--- src/pkg/icbd_consts.vh ---
// Constants for the isochronous circular-buffer DMA channel
`ifndef ICBD_CONSTS_VH
`define ICBD_CONSTS_VH

// Buffer memory and pointer width
`define ICBD_AW               8
`define ICBD_MEM_WORDS        256

// Count register layout: 7-bit sample count, flag on top
`define ICBD_CNT_W            7
`define ICBD_FLAG_BIT         7
`define ICBD_FLAG_RESET       1'b1
`define ICBD_COUNT_RESET      7'h00

// Timing
`define ICBD_CLK_MHZ          10
`define ICBD_USB_MHZ          12
`define ICBD_FRAME_US         1000
`define ICBD_MARK_USB_PERIODS 1511
`define ICBD_FRAME_CYCLES     (`ICBD_FRAME_US * `ICBD_CLK_MHZ)
`define ICBD_MARK_CYCLES      ((`ICBD_MARK_USB_PERIODS * `ICBD_CLK_MHZ) / `ICBD_USB_MHZ)
`define ICBD_TIMER_W          16

// Output FIFO toward the codec port
`define ICBD_FIFO_WIDTH       8
`define ICBD_FIFO_DEPTH       4
`define ICBD_FIFO_AW          2

`endif

--- src/logic/icbd_dummy_never.v ---
// (intentionally unused)

--- src/logic/icbd_top.v ---
// Isochronous circular-buffer DMA channel with its codec-side FIFO
//
// How it works
// - OUT mode: disabled channel holds read and write pointers at buffer base.
// - OUT bytes from buffer manager are stored, write pointer advancing per byte.
// - OUT data waits for next start-of-frame, then next codec frame start.
// - OUT drain advances read pointer per byte while comparing with write pointer.
// - Read pointer reaching write pointer pauses draining until next start-of-frame.
// - OUT packet sample count goes to Y when frame LSB 1, else X.
// - Streaming continues until the processor drops the channel enable.
// - Time mark fires 1511 USB clock periods before each expected start-of-frame.
// - At mark, finish input frame, then clear chosen flag and load count.
// - Each IN count register holds 7-bit sample count plus not-ready flag.
// - IN selection reversed: frame LSB 1 selects X, 0 selects Y.
// - IN init: pointers at base, both flags set, both counts cleared.
// - Input bytes stored, write pointer advanced per byte, samples counted.
// - After publishing, running sample count restarts from zero.
// - IN transaction reads per byte, then sets flag back and ends.
// - IN served only after cleared flag and start-of-frame; alternates X and Y.
// - IN token with both flags set answers with a zero-length packet.
// - Pointers wrap inside the configured base and size.
// - Each start-of-frame loads channel byte count with write minus read.
`timescale 1ns/1ns
`include "icbd_consts.vh"

module icbd_fifo #(
  parameter W  = `ICBD_FIFO_WIDTH,
  parameter D  = `ICBD_FIFO_DEPTH,
  parameter AW = `ICBD_FIFO_AW
) (
  input  wire         clk,
  input  wire         reset_n,
  input  wire         flush,
  input  wire         inValid,
  input  wire [W-1:0] inData,
  output wire         inReady,
  output reg          outValid,
  output reg  [W-1:0] outData,
  input  wire         outReady
);
  localparam [AW:0] FULL = D[AW:0];

  reg  [W-1:0]  store [0:D-1];
  reg  [AW-1:0] wp;
  reg  [AW-1:0] rp;
  reg  [AW:0]   count;
  wire          push;
  wire          load;

  assign inReady = (count != FULL);
  assign push    = inValid && inReady;
  // Output stage refills whenever it is empty or being taken
  assign load    = (count != {(AW+1){1'b0}}) && (!outValid || outReady);

  always @(posedge clk) begin
    if (push) begin
      store[wp] <= inData;
    end
  end

  always @(posedge clk or negedge reset_n) begin
    if (!reset_n) begin
      wp       <= {AW{1'b0}};
      rp       <= {AW{1'b0}};
      count    <= {(AW+1){1'b0}};
      outValid <= 1'b0;
      outData  <= {W{1'b0}};
    end else if (flush) begin
      wp       <= {AW{1'b0}};
      rp       <= {AW{1'b0}};
      count    <= {(AW+1){1'b0}};
      outValid <= 1'b0;
    end else begin
      if (push) begin
        wp <= wp + 1'b1;
      end
      if (load) begin
        outData  <= store[rp];
        outValid <= 1'b1;
        rp       <= rp + 1'b1;
      end else if (outReady) begin
        outValid <= 1'b0;
      end
      case ({push, load})
        2'b10:   count <= count + 1'b1;
        2'b01:   count <= count - 1'b1;
        default: count <= count;
      endcase
    end
  end
endmodule // icbd_fifo

module icbd_top #(
  parameter FRAME_CYCLES = `ICBD_FRAME_CYCLES
) (
  input  wire       clk,
  input  wire       reset_n,
  // Channel configuration
  input  wire       dmaEnable,
  input  wire       dirIn,
  input  wire [7:0] bufBase,
  input  wire [7:0] bufSize,
  input  wire [1:0] bytesPerSample,
  // USB frame events
  input  wire       sofPulse,
  input  wire       frameNumberLow,
  // Buffer manager, OUT side
  input  wire       ubmWrValid,
  input  wire [7:0] ubmWrData,
  input  wire       ubmPacketDone,
  input  wire [6:0] ubmSampleCount,
  // Buffer manager, IN side
  input  wire       ubmInToken,
  output reg        ubmRdValid,
  output reg  [7:0] ubmRdData,
  output reg        ubmInDone,
  output reg        ubmNullPacket,
  // Codec port, transmit
  input  wire       cportFrameStart,
  input  wire       cportTxReady,
  output wire       cportTxValid,
  output wire [7:0] cportTxData,
  // Codec port, receive
  input  wire       cportRxValid,
  input  wire [7:0] cportRxData,
  input  wire       cportRxBusy,
  // Status
  output reg  [6:0] outCountRegX,
  output reg  [6:0] outCountRegY,
  output reg  [7:0] inCountRegX,
  output reg  [7:0] inCountRegY,
  output reg  [7:0] channelByteCount,
  output reg  [7:0] rdPtr,
  output reg  [7:0] wrPtr
);
  localparam [3:0] OUT_IDLE = 4'h1;
  localparam [3:0] OUT_WSOF = 4'h2;
  localparam [3:0] OUT_WFRM = 4'h4;
  localparam [3:0] OUT_RUN  = 4'h8;

  localparam integer             MARK_FULL = FRAME_CYCLES - `ICBD_MARK_CYCLES;
  localparam [`ICBD_TIMER_W-1:0] MARK_AT   = MARK_FULL[`ICBD_TIMER_W-1:0];

  reg  [7:0]               mem [0:`ICBD_MEM_WORDS-1];
  reg  [3:0]               outState;
  reg  [`ICBD_TIMER_W-1:0] frameTimer;
  reg                      markPending;
  reg  [1:0]               byteInSample;
  reg  [6:0]               runCount;
  reg                      inArmed;
  reg                      serving;
  reg                      serveY;
  reg  [9:0]               bytesLeft;
  wire                     outMode;
  wire                     inMode;
  wire                     fifoInReady;
  wire                     fifoPush;
  wire                     dmaWrite;
  wire                     ubmRead;
  wire                     markFire;
  wire                     publish;
  wire                     sampleDone;
  wire                     startServe;
  wire                     pickY;
  wire [6:0]               pickCount;
  reg  [7:0]               fill;

  assign outMode    = dmaEnable && !dirIn;
  assign inMode     = dmaEnable && dirIn;
  assign fifoPush   = outMode && (outState == OUT_RUN) && (rdPtr != wrPtr);
  assign dmaWrite   = inMode && cportRxValid;
  assign ubmRead    = serving && (bytesLeft != 10'h000);
  assign markFire   = inMode && (frameTimer == MARK_AT);
  assign publish    = inMode && markPending && !cportRxBusy;
  assign sampleDone = dmaWrite && (byteInSample == bytesPerSample);

  // Prefer the ready register; when both are ready, take the one not served last
  assign pickY      = !inCountRegY[`ICBD_FLAG_BIT] &&
                      (inCountRegX[`ICBD_FLAG_BIT] || !serveY);
  assign pickCount  = pickY ? inCountRegY[6:0] : inCountRegX[6:0];
  assign startServe = inMode && ubmInToken && !serving && inArmed &&
                      !(inCountRegX[`ICBD_FLAG_BIT] && inCountRegY[`ICBD_FLAG_BIT]);

  function [7:0] nextAddr;
    input [7:0] p;
    reg   [8:0] s;
    begin
      s = {1'b0, p} + 9'h001;
      if (s >= ({1'b0, bufBase} + {1'b0, bufSize})) begin
        nextAddr = bufBase;
      end else begin
        nextAddr = s[7:0];
      end
    end
  endfunction

  // Bytes held between read and write pointer, modulo buffer size
  always @* begin
    if (wrPtr >= rdPtr) begin
      fill = wrPtr - rdPtr;
    end else begin
      fill = wrPtr + bufSize - rdPtr;
    end
  end

  icbd_fifo #(
    .W  (`ICBD_FIFO_WIDTH),
    .D  (`ICBD_FIFO_DEPTH),
    .AW (`ICBD_FIFO_AW)
  ) txFifo (
    .clk      (clk),
    .reset_n  (reset_n),
    .flush    (!outMode),
    .inValid  (fifoPush),
    .inData   (mem[rdPtr]),
    .inReady  (fifoInReady),
    .outValid (cportTxValid),
    .outData  (cportTxData),
    .outReady (cportTxReady)
  );

  always @(posedge clk) begin
    if (outMode && ubmWrValid) begin
      mem[wrPtr] <= ubmWrData;
    end else if (dmaWrite) begin
      mem[wrPtr] <= cportRxData;
    end
  end

  // Write pointer: buffer manager in OUT mode, DMA in IN mode
  always @(posedge clk or negedge reset_n) begin
    if (!reset_n) begin
      wrPtr <= 8'h00;
    end else if (!dmaEnable) begin
      wrPtr <= bufBase;
    end else if ((outMode && ubmWrValid) || dmaWrite) begin
      wrPtr <= nextAddr(wrPtr);
    end
  end

  // Read pointer: DMA drain in OUT mode, buffer manager in IN mode
  always @(posedge clk or negedge reset_n) begin
    if (!reset_n) begin
      rdPtr <= 8'h00;
    end else if (!dmaEnable) begin
      rdPtr <= bufBase;
    end else if ((fifoPush && fifoInReady) || ubmRead) begin
      rdPtr <= nextAddr(rdPtr);
    end
  end

  // OUT drain sequencing
  always @(posedge clk or negedge reset_n) begin
    if (!reset_n) begin
      outState <= OUT_IDLE;
    end else if (!outMode) begin
      outState <= OUT_IDLE;
    end else begin
      case (outState)
        OUT_IDLE: begin
          if (rdPtr != wrPtr) begin
            outState <= OUT_WSOF;
          end
        end
        OUT_WSOF: begin
          if (sofPulse) begin
            outState <= OUT_WFRM;
          end
        end
        OUT_WFRM: begin
          if (cportFrameStart) begin
            outState <= OUT_RUN;
          end
        end
        OUT_RUN: begin
          if (rdPtr == wrPtr) begin
            outState <= OUT_WSOF;
          end
        end
        default: outState <= OUT_IDLE;
      endcase
    end
  end

  // OUT sample counts and channel byte count
  always @(posedge clk or negedge reset_n) begin
    if (!reset_n) begin
      outCountRegX     <= `ICBD_COUNT_RESET;
      outCountRegY     <= `ICBD_COUNT_RESET;
      channelByteCount <= 8'h00;
    end else begin
      if (outMode && ubmPacketDone) begin
        if (frameNumberLow) begin
          outCountRegY <= ubmSampleCount;
        end else begin
          outCountRegX <= ubmSampleCount;
        end
      end
      if (dmaEnable && sofPulse) begin
        channelByteCount <= fill;
      end
    end
  end

  // Frame timer for the IN time mark
  always @(posedge clk or negedge reset_n) begin
    if (!reset_n) begin
      frameTimer <= {`ICBD_TIMER_W{1'b0}};
    end else if (sofPulse) begin
      frameTimer <= {`ICBD_TIMER_W{1'b0}};
    end else if (frameTimer != {`ICBD_TIMER_W{1'b1}}) begin
      frameTimer <= frameTimer + 1'b1;
    end
  end

  // IN collection: sample counting and publication at the time mark
  always @(posedge clk or negedge reset_n) begin
    if (!reset_n) begin
      markPending  <= 1'b0;
      byteInSample <= 2'h0;
      runCount     <= `ICBD_COUNT_RESET;
    end else if (!inMode) begin
      markPending  <= 1'b0;
      byteInSample <= 2'h0;
      runCount     <= `ICBD_COUNT_RESET;
    end else begin
      // A fresh mark outranks the publication that clears the old one
      if (markFire) begin
        markPending <= 1'b1;
      end else if (publish) begin
        markPending <= 1'b0;
      end
      if (dmaWrite) begin
        byteInSample <= sampleDone ? 2'h0 : byteInSample + 1'b1;
      end
      if (publish) begin
        runCount <= {6'h00, sampleDone};
      end else if (sampleDone) begin
        runCount <= runCount + 1'b1;
      end
    end
  end

  // IN count registers and buffer-manager transaction
  always @(posedge clk or negedge reset_n) begin
    if (!reset_n) begin
      inCountRegX   <= {`ICBD_FLAG_RESET, `ICBD_COUNT_RESET};
      inCountRegY   <= {`ICBD_FLAG_RESET, `ICBD_COUNT_RESET};
      inArmed       <= 1'b0;
      serving       <= 1'b0;
      serveY        <= 1'b1;
      bytesLeft     <= 10'h000;
      ubmRdValid    <= 1'b0;
      ubmRdData     <= 8'h00;
      ubmInDone     <= 1'b0;
      ubmNullPacket <= 1'b0;
    end else if (!inMode) begin
      inCountRegX   <= {`ICBD_FLAG_RESET, `ICBD_COUNT_RESET};
      inCountRegY   <= {`ICBD_FLAG_RESET, `ICBD_COUNT_RESET};
      inArmed       <= 1'b0;
      serving       <= 1'b0;
      serveY        <= 1'b1;
      bytesLeft     <= 10'h000;
      ubmRdValid    <= 1'b0;
      ubmInDone     <= 1'b0;
      ubmNullPacket <= 1'b0;
    end else begin
      ubmRdValid    <= 1'b0;
      ubmInDone     <= 1'b0;
      ubmNullPacket <= ubmInToken && !serving && !startServe;
      if (sofPulse && (!inCountRegX[`ICBD_FLAG_BIT] || !inCountRegY[`ICBD_FLAG_BIT])) begin
        inArmed <= 1'b1;
      end else if (startServe) begin
        inArmed <= 1'b0;
      end
      if (startServe) begin
        serving   <= 1'b1;
        serveY    <= pickY;
        bytesLeft <= pickCount * ({1'b0, bytesPerSample} + 3'h1);
      end else if (ubmRead) begin
        ubmRdValid <= 1'b1;
        ubmRdData  <= mem[rdPtr];
        bytesLeft  <= bytesLeft - 10'h001;
      end else if (serving) begin
        serving   <= 1'b0;
        ubmInDone <= 1'b1;
        if (serveY) begin
          inCountRegY[`ICBD_FLAG_BIT] <= 1'b1;
        end else begin
          inCountRegX[`ICBD_FLAG_BIT] <= 1'b1;
        end
      end
      // Publication is last so a fresh count wins over a same-cycle release
      if (publish) begin
        if (frameNumberLow) begin
          inCountRegX <= {1'b0, runCount};
        end else begin
          inCountRegY <= {1'b0, runCount};
        end
      end
    end
  end
endmodule // icbd_top

--- config.mk ---
export PLATFORM = sky130hd
export DESIGN_NAME = icbd_top
export DESIGN_NICKNAME = d
export VERILOG_FILES = /design/src/logic/icbd_dummy_never.v /design/src/logic/icbd_top.v
export VERILOG_INCLUDE_DIRS = /design/src /design/src/pkg
export SDC_FILE = /design/constraint.sdc
export NUM_CORES = 2
export LEC_CHECK = 0
export ABC_AREA = 1
export BUFFER_PORTS_ARGS = -buffer_cell sky130_fd_sc_hd__buf_2
export CELL_PAD_IN_SITES_DETAIL_PLACEMENT = 0
export CELL_PAD_IN_SITES_GLOBAL_PLACEMENT = 1
export CORE_ASPECT_RATIO = 1.1
export CORE_MARGIN = 2
export CORE_UTILIZATION = 30
export CTS_BUF_LIST = sky130_fd_sc_hd__clkbuf_4 sky130_fd_sc_hd__clkbuf_8
export DETAILED_ROUTE_END_ITERATION = 8
export PLACE_DENSITY_LB_ADDON = 0.1
export SKIP_LAST_GASP = 1
export SLEW_MARGIN = 20
export SYNTH_ARGS = -nofsm -noshare
export SYNTH_HDL_FRONTEND = slang
export SYNTH_SLANG_ARGS = --single-unit
--- constraint.sdc ---
create_clock -name clk -period 9.6 [get_ports clk]
set_clock_uncertainty 0.05 [all_clocks]
set_input_delay 2.88 -clock clk [delete_from_list [all_inputs] [get_ports clk]]
set_output_delay 2.88 -clock clk [all_outputs]
set_load 0.01 [all_outputs]
==> flow_summary.toml <==
[status]
outcome = "completed"

[grt]
antenna_found_initial = 18
grt_pass1_vias = 67700
grt_pass1_wl_um = 474000
grt_max_degree = 194
overflow = 0
track_usage_pct = 20.1

[floorplan]
start_util_pct = 30.2
die-height_um = 597
die_w_um = 543
ios = 128
rows = 217
die_area_um2 = 324000
core_um2 = 318000

[drt]
wire_per_inst_um = 23.9
wirelength_um = 330000
top_layer_used = "met5"
dr.pass1.iters = 6
m1WireLength_um = 144000
met3WireLength_um = 13800
viasPerCell = 4.76
dr_wl_met2_um = 164000
drtAntennaViolNets = 0
drcViolationCount = 0
drtIter0Drc = 4880
vias = 65800

[cts]
cts_buffers = 389
cts_buffer_depth = 4
cts_tree = "done"
clkTransAtPathRegs_ns = 0.06
clock_sinks = 2204
post_cts_buffers = 0
clockRootBuffer = "clkbuf_8"
h-tree-depth = 5
clock_latency_ns = 1.08
holdBufCountCts = 0
post_cts_resized = 0

[setup_path]
endpoint_kind = "flop"
crit_arrival_ns = 6.61
path_max_fanout = 13
worstSetupPathType = "input pin to flop"
crit_path_start_kind = "input pin"
cp.required_ns = 10.22

[place]
place_hpwl_um = 194000
gp_congestion = 0.804
dp_slack_ns = 2.49
place_area_um2 = 101000
portBuffers = 127
dp.cells = 13100

[sta]
hold_viol = 0
tns_ns = 0
fmax_mhz = 167
fin_ws_ns = 3.62
final.min_clock_period_ns = 5.98
finalCritPeriodShare_pct = 62.3
finalMaxSlewViolations = 0
setup_viol = 0
tightest_slew_ns = 1.12
grt_setup_unrepaired = "no"
max-slew-margin-rel_pct = 24.9

[pwr]
finalPower_mw = 26.7
cellLeakagePower_nw = 41.9
power.density_nw_per_um2 = 247
vdd_drop_max_mv = 0.199

[cells_and_area]
final_area_um2 = 108000
fin_nets = 9495
drive_gt1_share_pct = 9.45
layout.cells.non_filler = 13800
area_growth_pct = 12.9

[run]
cap_violations = 0

[synth]
yosys_warnings = 0
yosysMostFrequentCell = "nand2_1"
synth_edf_count = 2080
yosys-top-cells-count = "nand2_1 (2683), edfxtp_1 (2080), nor2_1 (1151)"
synth.largest_area_cell = "edfxtp_1"
synthesis.area_per_instance_um2 = 10.4
synth_area_leaders = "edfxtp_1 (65%), nand2_1 (11%), nand3_1 (5.4%)"
syn-cell-area_um2 = 95900
synth-seq-cells = 2204
ys_seq_area_share_pct = 68.4
yosysTopAreaCellShare_pct = 65.2
synth_flop_cell = "edfxtp_1"
ys_async_sr_fraction_pct = 5.63
synth_nets = 9361
syn_inst = 9231
synth_cell_types = 50

[min_path]
worstHoldPathType = "flop to flop"
[critical path, stage by stage]
cell     delay, ns
buf_2         0.13
nand2_1       0.35
nor2_1        0.73
inv_2         0.25
nand2_1       0.26
nand4_1       0.74
buf_4         0.61
nor2_1        0.59
[layout by cell type (no fill, tap or decap), types with 3 or more instances in the layout]
cell / instances
nor2_1: 1151
nand2_4: 9
edfxtp_1: 2080
inv_8: 8
clkinv_2: 57
nand3b_1: 3
o22ai_1: 18
or2_2: 37
fa_1: 16
dfrtp_4: 4
dfrtp_1: 115
buf_2: 126
o21ai_0: 390
o21ai_1: 16
inv_6: 5
dfstp_2: 4
o21a_1: 5
bufinv_16: 14
a31oi_1: 7
nor4_1: 9
clkbuf_4: 109
nand3_1: 1034
ha_1: 60
clkinv_1: 99
nand4_1: 28
buf_12: 26
a21oi_1: 168
nor3_1: 18
buf_4: 81
nand2_1: 2670
xor2_1: 21
inv_1: 798
clkbuf_8: 397
xnor2_1: 11
clkinvlp_4: 6
diode_2: 6
nand2_2: 6
and3_1: 12
o211ai_1: 8
inv_2: 9
[sequential cells by signal, indices dropped and copies added (netlist names), 8 cells and up]
name	count
bytesLeft	10
channelByteCount	8
frameTimer	16
inCountRegX	8
inCountRegY	8
mem	2048
rdPtr	8
txFifo.outData	8
txFifo.store	32
ubmRdData	8
wrPtr	8
[final timing paths]
kind / endpoint / startpoint / cells after the start / slack, ns
setup reg to reg: txFifo.store[1][5]$_DFFE_PP_ / rdPtr[3]$_DFFE_PN0P_ / 11 / 4.82
hold / removal: frameTimer[15]$_DFFE_PN0P_ / frameTimer[15]$_DFFE_PN0P_ / 1 / 0.42
max in group asynchronous: rdPtr[4]$_DFFE_PN0P_ / reset_n / 2 / 6.08
setup / recovery: mem[205][4]$_DFFE_PP_ / dmaEnable / 8 / 3.62
hold reg to reg: frameTimer[15]$_DFFE_PN0P_ / frameTimer[15]$_DFFE_PN0P_ / 1 / 0.42
min in group asynchronous: runCount[6]$_DFFE_PN0P_ / reset_n / 1 / 1.93
[area by class of cell]
| cell class | instances | area, µm² |
|---|---|---|
| Fill cell | 32600 | 209000 |
| Sequential cell | 2204 | 65600 |
| Timing Repair Buffer | 233 | 1760 |
| Antenna cell | 6 | 15.0 |
| Multi-Input combinational cell | 5718 | 25000 |
| Tap cell | 4161 | 5210 |
| Clock inverter | 183 | 1240 |
| Clock buffer | 506 | 6280 |
| Inverter | 819 | 3110 |
[routing by layer]
layer / vias to the layer above / GRT usage [%]
met5: - / 0
met4: 2 / 4.79
met3: 426 / 2.87
met2: 1428 / 35.0
met1: 32900 / 26.1
li1: 31000 / -
[cells by family after synthesis]
group | Yosys count | share of synthesized area (%)
mux | 1 | 0.0117
fa+ha+maj | 76 | 1.12
xor+xnor | 32 | 0.292
buf+inv | 1309 | 5.62
simple gates | 4983 | 21.2
compound gates | 626 | 3.39
flops | 2204 | 68.4
[metrics by stage]
stage / util (%) / hold WS (ns)
2_1_floorplan: - / 0.383
5_1_grt: 34.1 / 0.444
3_3_place_gp: 31.7 / 0.401
6_report: 34.1 / 0.415
4_1_cts: 34.1 / 0.414
3_5_place_dp: 31.7 / 0.406
[report_power, final]
part	switching (mW)	internal, mW
Combinational	5.37	1.74
Sequential	0.177	10.7
Clock	4.00	4.64
Total	9.55	17.1
(Power assumes the default switching activity.)
